===== src/csbm_defines.vh =====
// constants for the clock supply and boot monitor
`ifndef CSBM_DEFINES_VH
`define CSBM_DEFINES_VH
// ========================================
// register byte offsets
`define CSBM_ADDR_CTRL 8'h00
`define CSBM_ADDR_STATUS 8'h04
`define CSBM_ADDR_FCC_COUNT 8'h08
`define CSBM_ADDR_INT_STAT 8'h0C
`define CSBM_ADDR_INT_MASK 8'h10
`define CSBM_ADDR_BOOT_STAT 8'h14
// ========================================
// control fields
`define CSBM_CTRL_PLL_EN 0
`define CSBM_CTRL_LF_EXT 1
`define CSBM_CTRL_FCC_START 2
`define CSBM_CTRL_WARN_EN 3
`define CSBM_CTRL_FCC_SRC 4
`define CSBM_CTRL_WARN_LVL_LSB 8
`define CSBM_CTRL_WARN_LVL_MSB 10
`define CSBM_CTRL_WMASK 32'h0000071B
// ========================================
// status fields
`define CSBM_ST_LF_STUCK 0
`define CSBM_ST_PLL_GOOD 1
`define CSBM_ST_PLL_DEAD 2
`define CSBM_ST_BROWNOUT 3
`define CSBM_ST_FCC_DONE 4
`define CSBM_ST_BOR_RST_MODE 5
`define CSBM_ST_FCC_BUSY 6
// ========================================
// interrupt fields
`define CSBM_INT_LF_STUCK 0
`define CSBM_INT_PLL_GOOD 1
`define CSBM_INT_PLL_DEAD 2
`define CSBM_INT_FCC_DONE 3
`define CSBM_INT_BOOT_FAIL 4
`define CSBM_INT_WARN 5
`define CSBM_INT_WIDTH 6
// ========================================
// reset values
`define CSBM_CTRL_RESET 32'h00000000
`define CSBM_INT_MASK_RESET 6'h00
// ========================================
// bus responses
`define CSBM_RESP_OKAY 2'h0
`define CSBM_RESP_SLVERR 2'h2
// ========================================
// timing
`define CSBM_CLK_PERIOD_NS 10
`define CSBM_PLL_SETTLE_NS 10000
`define CSBM_LF_STUCK_NS 100000
`define CSBM_BCR_TIMEOUT_NS 1000000
`define CSBM_BOOT_RST_NS 1000
`define CSBM_PLL_SETTLE_CYCLES ((`CSBM_PLL_SETTLE_NS + `CSBM_CLK_PERIOD_NS - 1) / `CSBM_CLK_PERIOD_NS)
`define CSBM_LF_STUCK_CYCLES ((`CSBM_LF_STUCK_NS + `CSBM_CLK_PERIOD_NS - 1) / `CSBM_CLK_PERIOD_NS)
`define CSBM_BCR_TIMEOUT_CYCLES ((`CSBM_BCR_TIMEOUT_NS + `CSBM_CLK_PERIOD_NS - 1) / `CSBM_CLK_PERIOD_NS)
`define CSBM_BOOT_RST_CYCLES ((`CSBM_BOOT_RST_NS + `CSBM_CLK_PERIOD_NS - 1) / `CSBM_CLK_PERIOD_NS)
`define CSBM_FCC_REF_PERIODS 32
`endif


===== src/csbm_sync.v =====
// two-stage synchroniser for asynchronous inputs
`timescale 1ns/1ps
`default_nettype none
module csbm_sync #(
    parameter WIDTH = 6
) (
    // clock and reset
    input wire mclk,
    input wire resetn,
    // asynchronous in, synchronous out
    input wire [WIDTH-1:0] asyncIn,
    output wire [WIDTH-1:0] syncOut
);
    // ========================================
    // per-bit flop pair
    genvar i;
    generate
        for (i = 0; i < WIDTH; i = i + 1) begin : g_bit
            reg meta_q;
            reg stable_q;
            always @(posedge mclk or negedge resetn) begin
                if (!resetn) begin
                    meta_q <= 1'b0;
                    stable_q <= 1'b0;
                end else begin
                    meta_q <= asyncIn[i];
                    stable_q <= meta_q;
                end
            end
            assign syncOut[i] = stable_q;
        end
    endgenerate
endmodule // csbm_sync
`default_nettype wire


===== src/csbm_top.v =====
// clock supply and boot monitor with axi4-lite registers
`timescale 1ns/1ps
`default_nettype none
`include "csbm_defines.vh"
module csbm_top #(
    parameter [31:0] LF_STUCK_CYCLES = `CSBM_LF_STUCK_CYCLES,
    parameter [31:0] BCR_TIMEOUT_CYCLES = `CSBM_BCR_TIMEOUT_CYCLES,
    parameter [31:0] FCC_REF_PERIODS = `CSBM_FCC_REF_PERIODS
) (
    // clock and reset
    input wire mclk,
    input wire resetn,
    // axi4-lite write
    input wire [7:0] s_axi_awaddr,
    input wire s_axi_awvalid,
    output wire s_axi_awready,
    input wire [31:0] s_axi_wdata,
    input wire [3:0] s_axi_wstrb,
    input wire s_axi_wvalid,
    output wire s_axi_wready,
    output wire [1:0] s_axi_bresp,
    output wire s_axi_bvalid,
    input wire s_axi_bready,
    // axi4-lite read
    input wire [7:0] s_axi_araddr,
    input wire s_axi_arvalid,
    output wire s_axi_arready,
    output wire [31:0] s_axi_rdata,
    output wire [1:0] s_axi_rresp,
    output wire s_axi_rvalid,
    input wire s_axi_rready,
    // asynchronous monitored signals
    input wire lowFreqClockIn,
    input wire systemPllClockIn,
    input wire refClockIn,
    input wire systemPllLock,
    input wire brownoutViolation,
    input wire brownoutWarnTrip,
    // boot routine status
    input wire bcrRunning,
    input wire bootCfgIntegrityErr,
    input wire trimIntegrityErr,
    // controls out
    output wire systemPllEnable,
    output wire brownoutWarnEnable,
    output wire [2:0] brownoutWarnLevel,
    output wire brownoutResetMode,
    output wire bootReset,
    output wire nmiEvent,
    output wire irq
);
    // ========================================
    // local constants
    localparam [31:0] PLL_SETTLE_CYCLES = `CSBM_PLL_SETTLE_CYCLES;
    localparam [31:0] BOOT_RST_CYCLES = `CSBM_BOOT_RST_CYCLES;
    localparam [2:0] PLL_IDLE = 3'h1;
    localparam [2:0] PLL_WAIT = 3'h2;
    localparam [2:0] PLL_DONE = 3'h4;
    localparam [2:0] FCC_IDLE = 3'h1;
    localparam [2:0] FCC_ARM = 3'h2;
    localparam [2:0] FCC_COUNT = 3'h4;
    // ========================================
    // synchronised inputs
    wire [5:0] syncIn;
    csbm_sync #(
        .WIDTH(6)
    ) u_sync (
        .mclk(mclk),
        .resetn(resetn),
        .asyncIn({brownoutWarnTrip, brownoutViolation, systemPllLock,
                  refClockIn, systemPllClockIn, lowFreqClockIn}),
        .syncOut(syncIn)
    );
    reg [5:0] syncDly_q;
    always @(posedge mclk or negedge resetn) begin
        if (!resetn) begin
            syncDly_q <= 6'h00;
        end else begin
            syncDly_q <= syncIn;
        end
    end
    wire lfEdge = syncIn[0] ^ syncDly_q[0];
    wire pllRise = syncIn[1] & ~syncDly_q[1];
    wire refRise = syncIn[2] & ~syncDly_q[2];
    wire pllLocked = syncIn[3];
    wire borLevel = syncIn[4];
    wire warnRise = syncIn[5] & ~syncDly_q[5];
    // ========================================
    // axi4-lite slave
    reg awHave_q;
    reg wHave_q;
    reg [7:0] awAddr_q;
    reg [31:0] wData_q;
    reg [3:0] wStrb_q;
    reg bValid_q;
    reg [1:0] bResp_q;
    reg rValid_q;
    reg [1:0] rResp_q;
    reg [31:0] rData_q;
    reg [31:0] ctrl_q;
    reg [`CSBM_INT_WIDTH-1:0] intStat_q;
    reg [`CSBM_INT_WIDTH-1:0] intMask_q;
    reg [31:0] rdMux;
    reg rdHit;
    wire awTake = s_axi_awvalid & s_axi_awready;
    wire wTake = s_axi_wvalid & s_axi_wready;
    wire arTake = s_axi_arvalid & s_axi_arready;
    wire wrGo = awHave_q & wHave_q & ~bValid_q;
    wire [31:0] byteMask = {{8{wStrb_q[3]}}, {8{wStrb_q[2]}}, {8{wStrb_q[1]}}, {8{wStrb_q[0]}}};
    wire wrCtrl = wrGo & (awAddr_q == `CSBM_ADDR_CTRL);
    wire wrIntStat = wrGo & (awAddr_q == `CSBM_ADDR_INT_STAT);
    wire wrIntMask = wrGo & (awAddr_q == `CSBM_ADDR_INT_MASK);
    wire wrHit = wrCtrl | wrIntStat | wrIntMask;
    wire [31:0] ctrlNew = (ctrl_q & ~(byteMask & `CSBM_CTRL_WMASK)) |
                          (wData_q & byteMask & `CSBM_CTRL_WMASK);
    wire fccStart = wrCtrl & wStrb_q[0] & wData_q[`CSBM_CTRL_FCC_START];
    assign s_axi_awready = ~awHave_q & ~bValid_q;
    assign s_axi_wready = ~wHave_q & ~bValid_q;
    assign s_axi_bvalid = bValid_q;
    assign s_axi_bresp = bResp_q;
    assign s_axi_arready = ~rValid_q;
    assign s_axi_rvalid = rValid_q;
    assign s_axi_rresp = rResp_q;
    assign s_axi_rdata = rData_q;
    always @(posedge mclk or negedge resetn) begin
        if (!resetn) begin
            awHave_q <= 1'b0;
            wHave_q <= 1'b0;
            awAddr_q <= 8'h00;
            wData_q <= 32'h00000000;
            wStrb_q <= 4'h0;
            bValid_q <= 1'b0;
            bResp_q <= `CSBM_RESP_OKAY;
            rValid_q <= 1'b0;
            rResp_q <= `CSBM_RESP_OKAY;
            rData_q <= 32'h00000000;
        end else begin
            if (awTake) begin
                awHave_q <= 1'b1;
                awAddr_q <= s_axi_awaddr;
            end
            if (wTake) begin
                wHave_q <= 1'b1;
                wData_q <= s_axi_wdata;
                wStrb_q <= s_axi_wstrb;
            end
            if (wrGo) begin
                awHave_q <= 1'b0;
                wHave_q <= 1'b0;
                bValid_q <= 1'b1;
                bResp_q <= wrHit ? `CSBM_RESP_OKAY : `CSBM_RESP_SLVERR;
            end else if (bValid_q && s_axi_bready) begin
                bValid_q <= 1'b0;
            end
            if (arTake) begin
                rValid_q <= 1'b1;
                rData_q <= rdMux;
                rResp_q <= rdHit ? `CSBM_RESP_OKAY : `CSBM_RESP_SLVERR;
            end else if (rValid_q && s_axi_rready) begin
                rValid_q <= 1'b0;
            end
        end
    end
    // ========================================
    // control register
    always @(posedge mclk or negedge resetn) begin
        if (!resetn) begin
            ctrl_q <= `CSBM_CTRL_RESET;
        end else if (wrCtrl) begin
            ctrl_q <= ctrlNew & ~(32'h00000001 << `CSBM_CTRL_FCC_START);
        end
    end
    assign systemPllEnable = ctrl_q[`CSBM_CTRL_PLL_EN];
    assign brownoutWarnEnable = ctrl_q[`CSBM_CTRL_WARN_EN];
    assign brownoutWarnLevel = ctrl_q[`CSBM_CTRL_WARN_LVL_MSB:`CSBM_CTRL_WARN_LVL_LSB];
    wire pllStart = wrCtrl & ~ctrl_q[`CSBM_CTRL_PLL_EN] & ctrlNew[`CSBM_CTRL_PLL_EN];
    // ========================================
    // low-frequency clock stuck monitor
    reg [31:0] lfCnt_q;
    reg lfStuck_q;
    always @(posedge mclk or negedge resetn) begin
        if (!resetn) begin
            lfCnt_q <= 32'h00000000;
            lfStuck_q <= 1'b0;
        end else if (!ctrl_q[`CSBM_CTRL_LF_EXT]) begin
            lfCnt_q <= 32'h00000000;
            lfStuck_q <= 1'b0;
        end else if (lfEdge) begin
            lfCnt_q <= 32'h00000000;
            lfStuck_q <= 1'b0;
        end else if (lfCnt_q >= LF_STUCK_CYCLES - 32'h00000001) begin
            lfStuck_q <= 1'b1;
        end else begin
            lfCnt_q <= lfCnt_q + 32'h00000001;
        end
    end
    wire lfStuckSet = ctrl_q[`CSBM_CTRL_LF_EXT] & ~lfEdge & ~lfStuck_q &
                      (lfCnt_q >= LF_STUCK_CYCLES - 32'h00000001);
    // ========================================
    // system pll start-up monitor
    reg [2:0] pllState_q;
    reg [31:0] pllCnt_q;
    reg pllGood_q;
    reg pllDead_q;
    reg pllGoodSet;
    reg pllDeadSet;
    always @(posedge mclk or negedge resetn) begin
        if (!resetn) begin
            pllState_q <= PLL_IDLE;
            pllCnt_q <= 32'h00000000;
            pllGood_q <= 1'b0;
            pllDead_q <= 1'b0;
            pllGoodSet <= 1'b0;
            pllDeadSet <= 1'b0;
        end else begin
            pllGoodSet <= 1'b0;
            pllDeadSet <= 1'b0;
            if (pllStart) begin
                pllState_q <= PLL_WAIT;
                pllCnt_q <= 32'h00000000;
                pllGood_q <= 1'b0;
                pllDead_q <= 1'b0;
            end else begin
                case (pllState_q)
                    PLL_IDLE: begin
                        pllCnt_q <= 32'h00000000;
                    end
                    PLL_WAIT: begin
                        if (!ctrl_q[`CSBM_CTRL_PLL_EN]) begin
                            pllState_q <= PLL_IDLE;
                        end else if (pllCnt_q >= PLL_SETTLE_CYCLES - 32'h00000001) begin
                            pllState_q <= PLL_DONE;
                            pllGood_q <= pllLocked;
                            pllDead_q <= ~pllLocked;
                            pllGoodSet <= pllLocked;
                            pllDeadSet <= ~pllLocked;
                        end else begin
                            pllCnt_q <= pllCnt_q + 32'h00000001;
                        end
                    end
                    PLL_DONE: begin
                        if (!ctrl_q[`CSBM_CTRL_PLL_EN]) begin
                            pllState_q <= PLL_IDLE;
                        end
                    end
                    default: begin
                        pllState_q <= PLL_IDLE;
                    end
                endcase
            end
        end
    end
    // ========================================
    // frequency clock counter
    reg [2:0] fccState_q;
    reg [31:0] fccRefCnt_q;
    reg [31:0] fccCnt_q;
    reg [31:0] fccResult_q;
    reg fccDone_q;
    reg fccDoneSet;
    wire srcRise = ctrl_q[`CSBM_CTRL_FCC_SRC] ? pllRise : (syncIn[0] & ~syncDly_q[0]);
    always @(posedge mclk or negedge resetn) begin
        if (!resetn) begin
            fccState_q <= FCC_IDLE;
            fccRefCnt_q <= 32'h00000000;
            fccCnt_q <= 32'h00000000;
            fccResult_q <= 32'h00000000;
            fccDone_q <= 1'b0;
            fccDoneSet <= 1'b0;
        end else begin
            fccDoneSet <= 1'b0;
            case (fccState_q)
                FCC_IDLE: begin
                    if (fccStart) begin
                        fccState_q <= FCC_ARM;
                        fccDone_q <= 1'b0;
                    end
                end
                FCC_ARM: begin
                    if (refRise) begin
                        fccState_q <= FCC_COUNT;
                        fccRefCnt_q <= 32'h00000000;
                        fccCnt_q <= 32'h00000000;
                    end
                end
                FCC_COUNT: begin
                    if (refRise && fccRefCnt_q >= FCC_REF_PERIODS - 32'h00000001) begin
                        fccState_q <= FCC_IDLE;
                        fccResult_q <= fccCnt_q + {31'h00000000, srcRise};
                        fccDone_q <= 1'b1;
                        fccDoneSet <= 1'b1;
                    end else begin
                        if (refRise) begin
                            fccRefCnt_q <= fccRefCnt_q + 32'h00000001;
                        end
                        if (srcRise) begin
                            fccCnt_q <= fccCnt_q + 32'h00000001;
                        end
                    end
                end
                default: begin
                    fccState_q <= FCC_IDLE;
                end
            endcase
        end
    end
    // ========================================
    // boot process monitor
    reg [31:0] bcrCnt_q;
    reg [31:0] bootRstCnt_q;
    reg bootReset_q;
    reg [15:0] bootFailCnt_q;
    wire bcrTimeout = bcrCnt_q >= BCR_TIMEOUT_CYCLES - 32'h00000001;
    wire bootFail = bcrRunning & ~bootReset_q &
                    (bootCfgIntegrityErr | trimIntegrityErr | bcrTimeout);
    always @(posedge mclk or negedge resetn) begin
        if (!resetn) begin
            bcrCnt_q <= 32'h00000000;
            bootRstCnt_q <= 32'h00000000;
            bootReset_q <= 1'b0;
            bootFailCnt_q <= 16'h0000;
        end else begin
            if (!bcrRunning || bootReset_q) begin
                bcrCnt_q <= 32'h00000000;
            end else if (!bcrTimeout) begin
                bcrCnt_q <= bcrCnt_q + 32'h00000001;
            end
            if (bootFail) begin
                bootReset_q <= 1'b1;
                bootRstCnt_q <= 32'h00000000;
                bootFailCnt_q <= bootFailCnt_q + 16'h0001;
            end else if (bootReset_q) begin
                if (bootRstCnt_q >= BOOT_RST_CYCLES - 32'h00000001) begin
                    bootReset_q <= 1'b0;
                end else begin
                    bootRstCnt_q <= bootRstCnt_q + 32'h00000001;
                end
            end
        end
    end
    assign bootReset = bootReset_q;
    // ========================================
    // brownout warning monitor
    reg nmi_q;
    reg borResetMode_q;
    wire warnTripEvt = warnRise & ctrl_q[`CSBM_CTRL_WARN_EN] & ~borResetMode_q;
    always @(posedge mclk or negedge resetn) begin
        if (!resetn) begin
            nmi_q <= 1'b0;
            borResetMode_q <= 1'b0;
        end else begin
            nmi_q <= warnTripEvt;
            if (warnTripEvt) begin
                borResetMode_q <= 1'b1;
            end
        end
    end
    assign nmiEvent = nmi_q;
    assign brownoutResetMode = borResetMode_q;
    // ========================================
    // interrupt status, mask and output
    reg irq_q;
    wire [`CSBM_INT_WIDTH-1:0] intSet = {warnTripEvt, bootFail, fccDoneSet,
                                        pllDeadSet, pllGoodSet, lfStuckSet};
    wire [`CSBM_INT_WIDTH-1:0] intClr = (wrIntStat && wStrb_q[0]) ?
                                       wData_q[`CSBM_INT_WIDTH-1:0] : 6'h00;
    wire [`CSBM_INT_WIDTH-1:0] intStat_d = (intStat_q & ~intClr) | intSet;
    always @(posedge mclk or negedge resetn) begin
        if (!resetn) begin
            intStat_q <= 6'h00;
            intMask_q <= `CSBM_INT_MASK_RESET;
            irq_q <= 1'b0;
        end else begin
            intStat_q <= intStat_d;
            if (wrIntMask && wStrb_q[0]) begin
                intMask_q <= wData_q[`CSBM_INT_WIDTH-1:0];
            end
            irq_q <= |(intStat_d & intMask_q);
        end
    end
    assign irq = irq_q;
    // ========================================
    // read multiplexer
    always @* begin
        rdMux = 32'h00000000;
        rdHit = 1'b1;
        case (s_axi_araddr)
            `CSBM_ADDR_CTRL: rdMux = ctrl_q;
            `CSBM_ADDR_STATUS: begin
                rdMux[`CSBM_ST_LF_STUCK] = lfStuck_q;
                rdMux[`CSBM_ST_PLL_GOOD] = pllGood_q;
                rdMux[`CSBM_ST_PLL_DEAD] = pllDead_q;
                rdMux[`CSBM_ST_BROWNOUT] = borLevel;
                rdMux[`CSBM_ST_FCC_DONE] = fccDone_q;
                rdMux[`CSBM_ST_BOR_RST_MODE] = borResetMode_q;
                rdMux[`CSBM_ST_FCC_BUSY] = ~fccState_q[0];
            end
            `CSBM_ADDR_FCC_COUNT: rdMux = fccResult_q;
            `CSBM_ADDR_INT_STAT: rdMux = {26'h0000000, intStat_q};
            `CSBM_ADDR_INT_MASK: rdMux = {26'h0000000, intMask_q};
            `CSBM_ADDR_BOOT_STAT: rdMux = {16'h0000, bootFailCnt_q};
            default: rdHit = 1'b0;
        endcase
    end
endmodule // csbm_top
`default_nettype wire

===== config.mk =====
export PLATFORM = sky130hd
export DESIGN_NAME = csbm_top
export DESIGN_NICKNAME = d
export VERILOG_FILES = /design/src/csbm_sync.v /design/src/csbm_top.v
export VERILOG_INCLUDE_DIRS = /design/src
export SDC_FILE = /design/constraint.sdc
export NUM_CORES = 1
export LEC_CHECK = 0
export ABC_AREA = 1
export BUFFER_PORTS_ARGS = -buffer_cell sky130_fd_sc_hd__buf_2
export CAP_MARGIN = 20
export CORE_MARGIN = 2
export CORE_UTILIZATION = 61
export DETAILED_ROUTE_END_ITERATION = 7
export HOLD_SLACK_MARGIN = 0.02
export PLACE_DENSITY = 0.79
export REMOVE_ABC_BUFFERS = 1
export SYNTH_ARGS = -nofsm -noshare
export SYNTH_HDL_FRONTEND = slang
export SYNTH_SLANG_ARGS = --single-unit

===== constraint.sdc =====
create_clock -name mclk -period 2.7 [get_ports mclk]
set_clock_uncertainty 0.05 [all_clocks]
set_input_delay 0.27 -clock mclk [delete_from_list [all_inputs] [get_ports mclk]]
set_output_delay 0.27 -clock mclk [all_outputs]
set_load 0.01 [all_outputs]

==> results of run 1 <==
logic make-up (layout without fill, tap and decap cells):
family / count (synthesis) / after routing / synth area share, %
AO/OA/AOI/OAI: 218 / 218 / 6.98
XOR/XNOR: 75 / 75 / 3.98
adder cells (fa/ha/maj): 10 / 10 / 0.758
buffers and inverters: 351 / 494 / 8.54
flip-flops: 349 / 349 / 52.9
multiplexers: 11 / 11 / 0.751
other: 1 / 4 / 0.0227
AND/OR/NAND/NOR: 988 / 988 / 26.0
layer usage:
layer  track usage, %  vias to the layer above
met5                0                        -
met3             4.49                      108
met2             45.0                      331
met1             36.3                     6389
met4             11.6                        0
li1                 -                     6511
per-stage QoR:
stage | setup WS, ps | util (%)
4_1_cts | 190 | 70.1
6_report | 283 | 70.1
5_1_grt | 36.3 | 70.1
3_5_place_dp | 254 | 64.7
2_1_floorplan | -397 | -
3_3_place_gp | 328 | 64.7
registers in the layout (all words and copies together), names as in the netlist, 2 cells and up, named ones only:
signal,cells
awAddr_q,8
bcrCnt_q,32
bootFailCnt_q,16
bootRstCnt_q,32
fccCnt_q,32
fccRefCnt_q,32
fccResult_q,32
fccState_q,3
intMask_q,6
intStat_q,6
lfCnt_q,32
pllCnt_q,32
pllState_q,3
s_axi_rdata,32
syncDly_q,4
u_sync.g_bit.meta_q,6
u_sync.g_bit.stable_q,6
wData_q,9
wStrb_q,2
cell type report:
| cell class | count | area (um2) |
|---|---|---|
| clock buffer | 51 | 1060 |
| timing repair buffer | 139 | 948 |
| inverter | 293 | 1100 |
| clock inverter | 11 | 93.8 |
| fill | 2084 | 7990 |
| tap | 341 | 427 |
| antenna | 2 | 5.00 |
| sequential | 349 | 8740 |
| multi-input combinational | 1304 | 6360 |
worst paths after layout:
path                                              from                  endpoint
worst max-delay path                      syncDly_q[0]           fccResult_q[24]
worst min register to register  u_sync.g_bit[5].meta_q  u_sync.g_bit[5].stable_q
worst max register to register            syncDly_q[0]           fccResult_q[24]
min in group asynchronous                       resetn               lfCnt_q[20]
max in group asynchronous                       resetn           fccRefCnt_q[26]
worst min-delay path                   s_axi_araddr[3]            s_axi_rdata[4]
power groups by stage:
stage	combinational [mW]	clock, mW	sequential, mW
global route	1.58	5.15	5.94
global placement	1.30	0	5.96
finish	1.41	4.85	5.90
floorplan	0.862	0	5.92
detailed placement	1.35	0	5.97
CTS	1.40	4.93	5.89
Yosys cell counts (6+ instances only):
library cell	n
nand2_1	446
a21oi_1	28
nor2_2	13
o21ai_1	76
nand3_1	109
xor2_1	67
dfrtp_1	347
o22ai_1	14
buf_2	20
or2_2	6
nor2_1	293
ha_1	10
inv_2	10
nor3_1	41
a31oi_1	7
nand2_2	7
xnor2_1	8
buf_4	12
inv_1	281
nand4_1	43
o31ai_1	8
clkbuf_1	21
mux2_2	11
o21ai_0	80
critical path: cells and delay by family (launching register included):
kind | cells | cell delay [ps]
xor gates and xnor gates | 1 | 190
buffers and inverters | 2 | 140
DFF | 1 | 360
AOI/OAI and AO/OA | 2 | 250
adders and majority gates | 3 | 660
and+or+nand+nor | 4 | 640
timing repair:
item,CTS,global route
hold endpoints to repair,94,0
hold buffers,28,0
gates resized for setup,0,1
endpoints found under the setup margin,0,1
==> flow_summary_export.csv, run 1 <==
group,metric,value,unit
power_and_ir_drop,finalPower,12.2,mW
grt,grt_use_total,27.3,%
power_and_ir_drop,power_leakage,8.97,nW
sta,slew_headroom,35.2,%
die,io_pins,118,
die,coreArea,26700,um2
sta,whs,121,ps
yosys,ys_types,45,
cells_and_area,drive_above_1_share,11.1,%
placed_design,place_congestion,0.957,
sta,setup_violations,0,
clock_network,cts_tree,"yes",
die,fp.dieH,168,um
power_and_ir_drop,p_comb_share,11.6,%
die,start_util,61.8,%
setup_path,critPathKind,"flop to flop",
power_and_ir_drop,power.density,649,nW/um2
setup_path,cp_max_fo,4,
setup_path,r2r_slack,280,ps
yosys,yosys_most_used_dff,"dfrtp_1",
power_and_ir_drop,pwr-share-seq,48.5,%
detailed_routing,final_antenna_net_count,0,
yosys,synth-seq-cells,349,
setup_path,worstPathArrival,2750,ps
clock_network,clk_latency,530,ps
power_and_ir_drop,clkPwrFrac,39.9,%
yosys,syn_area,16500,um2
cells_and_area,fin_nets,2202,
worst_hold_path,min_path_type,"input pin to flop",
cells_and_area,area_growth,13.5,%
yosys,yosys.area.top_type,"dfrtp_1",
setup_path,cp_common_cell,"ha_1",
sta,slew_viol_final,0,
setup_path,crit_required,3040,ps
setup_path,end_kind,"flop",
clock_network,clock_sinks,349,
yosys,ys_seq_area_share,52.9,%
yosys,synthCells,2003,
detailed_routing,routed-via-count,13300,
clock_network,cts_max_level,2,
power_and_ir_drop,p_int,8.93,mW
sta,rsz0062_at_grt,"no",
run_status,status,"complete, no violations",
grt,grt_pass1_wl,63200,um
detailed_routing,wl_met2,17700,um
grt,grt_pass1_vias,13400,
sta,finalSetupTns,0,ps
detailed_routing,drt-wirelength-per-cell,15.0,um
grt,grt.overflow.total,0,
clock_network,cts_root_buf,"clkbuf_16",
yosys,yosysWarnings,0,
placed_design,place.detailed.hpwl,25500,um
cells_and_area,layout_commonest_cell,"nand2_1",
cells_and_area,final_cell_mix,"nand2_1 (446), dfrtp_1 (347), nor2_1 (293)",
grt,antenna_found_initial,2,
sta,finalCritPeriodShare,89.5,%
detailed_routing,viasPerCell,5.36,
clock_network,clk_pin_slew,60,ps
setup_path,rr_worst_depth,12,
worst_hold_path,whs_path_depth,4,
clock_network,cts_max_path_buffers,3,
placed_design,placed_cell_area,17300,um2
placed_design,port_buffers,90,
power_and_ir_drop,swShare,26.6,%
grt,grt_max_degree,76,
setup_path,worst_setup_path_start_kind,"flop",
sta,hold_viol,0,
power_and_ir_drop,ir_worst_vdd,560,uV
detailed_routing,first_pass_iters,5,
yosys,synth_edf_count,0,
detailed_routing,post-route-drc-count,0,
detailed_routing,met3_length,1920,um
die,row_count,60,
detailed_routing,drt-initial-drc-count,1045,
power_and_ir_drop,power.switching,3.23,mW
detailed_routing,met1_length,16300,um
setup_path,worstPathCellList,"inv_1 -> ha_1 -> nor2_1 -> a21oi_2 -> ha_1 -> ha_1 -> inv_1 -> nor2_2 -> nand2_1 -> nor3_1 -> xor2_1 -> o21ai_1",
detailed_routing,wl,37300,um
job,drv_cap,0,
detailed_routing,highest_layer,"met4",
yosys,syn_avg_cell_area,8.24,um2
die,die_w,168,um
die,dieArea,28400,um2
yosys,yosysTopAreaCellShare,52.6,%
yosys,synthTopCellsByArea,"dfrtp_1 (53%), nand2_1 (10%), nor2_1 (6.7%)",
yosys,synthArstFlopShare,100,%
setup_path,critPathMaxStageDelay,360,ps
sta,fmax,0.414,GHz
sta,final.min_clock_period,2420,ps
cells_and_area,final_cells,2490,
placed_design,dp_cells,2398,
setup_path,cp_slowest_cell,"dfrtp_1",
sta,tightest_slew,962,ps
cells_and_area,post-route-cell-area,18700,um2
clock_network,postCtsSetupBuffers,0,
clock_network,cts_made_buffers,37,
Note: power is estimated with default switching activity, not from simulation.
==> run 2, diff against run 1 <==
CORE_UTILIZATION = 55   (was 61)
PLACE_DENSITY = 0.72   (was 0.79)
==> flow_summary_export.csv, run 2 (same netlist as run 1, synthesis figures left out) <==
group,metric,value,unit
detailed_routing,final_antenna_net_count,0,
worst_hold_path,hp-start,"s_axi_araddr[3]",
clock_network,cts_made_buffers,37,
setup_path,worstPathCellList,"inv_1 -> ha_1 -> nor2_1 -> a21oi_1 -> ha_1 -> ha_1 -> inv_1 -> nor2_2 -> nand2_1 -> nor3_1 -> xor2_1 -> o21ai_1",
cells_and_area,area_growth,14.3,%
sta,slew_headroom,43.0,%
sta,finalCritPeriodShare,91.8,%
cells_and_area,final_cell_mix,"nand2_1 (446), dfrtp_1 (347), nor2_1 (293)",
setup_path,worstPathArrival,2840,ps
placed_design,dp_cells,2450,
grt,grt.overflow.total,0,
placed_design,port_buffers,90,
cells_and_area,final_core_util,63.8,%
sta,tightest_slew,853,ps
detailed_routing,drt-initial-drc-count,984,
setup_path,critPathKind,"flop to flop",
sta,fmax,0.403,GHz
setup_path,r2r_start,"syncDly_q[0]",
sta,final.min_clock_period,2480,ps
setup_path,critPathMaxStageDelay,360,ps
setup_path,cp_slowest_cell,"dfrtp_1",
setup_path,critPathBufInv,2,
clock_network,cts_root_buf,"clkbuf_16",
cells_and_area,final_cells,2545,
placed_design,place_congestion,0.962,
cells_and_area,final.fill_count,2517,
sta,setup_violations,0,
clock_network,clk_latency,540,ps
detailed_routing,routed-via-count,13100,
setup_path,cp_top_family,"adder cells",
cells_and_area,fin_nets,2205,
job,drv_cap,0,
setup_path,end_kind,"flop",
setup_path,cp_common_cell,"ha_1",
power_and_ir_drop,finalPower,12.4,mW
detailed_routing,first_pass_iters,7,
grt,grt_use_total,24.6,%
clock_network,cts_max_level,2,
sta,slew_viol_final,0,
die,row_count,63,
die,start_util,55.8,%
setup_path,r2r_slack,220,ps
die,fp.dieH,177,um
run_status,status,"complete, no violations",
detailed_routing,viasPerCell,5.15,
clock_network,postCtsSetupBuffers,0,
sta,rsz0062_at_grt,"no",
power_and_ir_drop,ir_worst_vdd,510,uV
clock_network,clk_pin_slew,60,ps
sta,finalSetupTns,0,ps
worst_hold_path,min_path_type,"input pin to flop",
sta,hold_viol,0,
setup_path,critPathLaunch,"syncDly_q[0]",
detailed_routing,drt-wirelength-per-cell,14.6,um
power_and_ir_drop,power_leakage,9.01,nW
clock_network,cts_max_path_buffers,3,
placed_design,place.detailed.hpwl,25800,um
die,dieArea,31400,um2
setup_path,worst_setup_path_start_kind,"flop",
die,io_pins,118,
clock_network,cts_tree,"yes",
clock_network,clock_sinks,349,
grt,grt_pass1_wl,62200,um
cells_and_area,drive_above_1_share,11.3,%
die,coreArea,29600,um2
detailed_routing,wl,37200,um
grt,grt_max_degree,80,
detailed_routing,post-route-drc-count,0,
power_and_ir_drop,power.density,657,nW/um2
setup_path,cp_max_fo,4,
grt,antenna_found_initial,1,
grt,grt_pass1_vias,12700,
cells_and_area,layout_commonest_cell,"nand2_1",
setup_path,crit_required,3060,ps
die,die_w,177,um
-- run 2: tightest hold or removal path, stage by stage --
cell and delay, ps:
buf_2 140, nor2_1 90, nand3_1 80, a31oi_1 80
-- run 2: repair_timing --
action	in CTS	in global routing
setup endpoints to repair	0	0
resized for setup	0	0
endpoints found under the hold margin	98	0
hold buffers	28	0
-- run 2: report_power, final --
group	internal, mW	switching (mW)
sequential	5.60	0.294
combinational	0.490	0.899
clock	3.03	2.07
total	9.12	3.26
-- run 2: cell type report --
class | count | area, um2 | share of cell area, %
Multi-Input combinational cell | 1304 | 6360 | 33.7
Timing Repair Buffer | 142 | 958 | 5.08
Clock inverter | 11 | 115 | 0.610
Sequential cell | 349 | 8740 | 46.3
Inverter | 293 | 1100 | 5.83
Antenna cell | 1 | 2.50 | 0.0133
Tap cell | 390 | 488 | 2.59
Clock buffer | 55 | 1110 | 5.86
-- run 2: path summary, 6_finish.rpt --
check | to | cells past startpoint
max | fccResult_q[24] | 12
min | s_axi_rdata[4] | 4
max reg2reg | fccResult_q[24] | 12
min reg2reg | u_sync.g_bit[1].stable_q | 0
max in group asynchronous | fccRefCnt_q[15] | 3
min in group asynchronous | lfCnt_q[26] | 2
-- run 2: metrics by stage --
| stage | setup WS (ps) | hold WS (ps) | area [um2] |
|---|---|---|---|
| global placement | 324 | 243 | 17400 |
| detailed placement | 277 | 253 | 17400 |
| global route | 101 | 169 | 18900 |
| finish | 220 | 121 | 18900 |
| floorplan | -397 | -75.6 | 16200 |
| CTS | 258 | 88.5 | 18900 |
-- run 2: routing by layer --
layer	GRT usage, %	up-vias	share of wire [%]
li1	-	6543	-
met1	34.5	6210	46
met2	38.9	280	46
met3	3.76	73	4.7
met4	9.06	0	3.0
met5	0	-	0
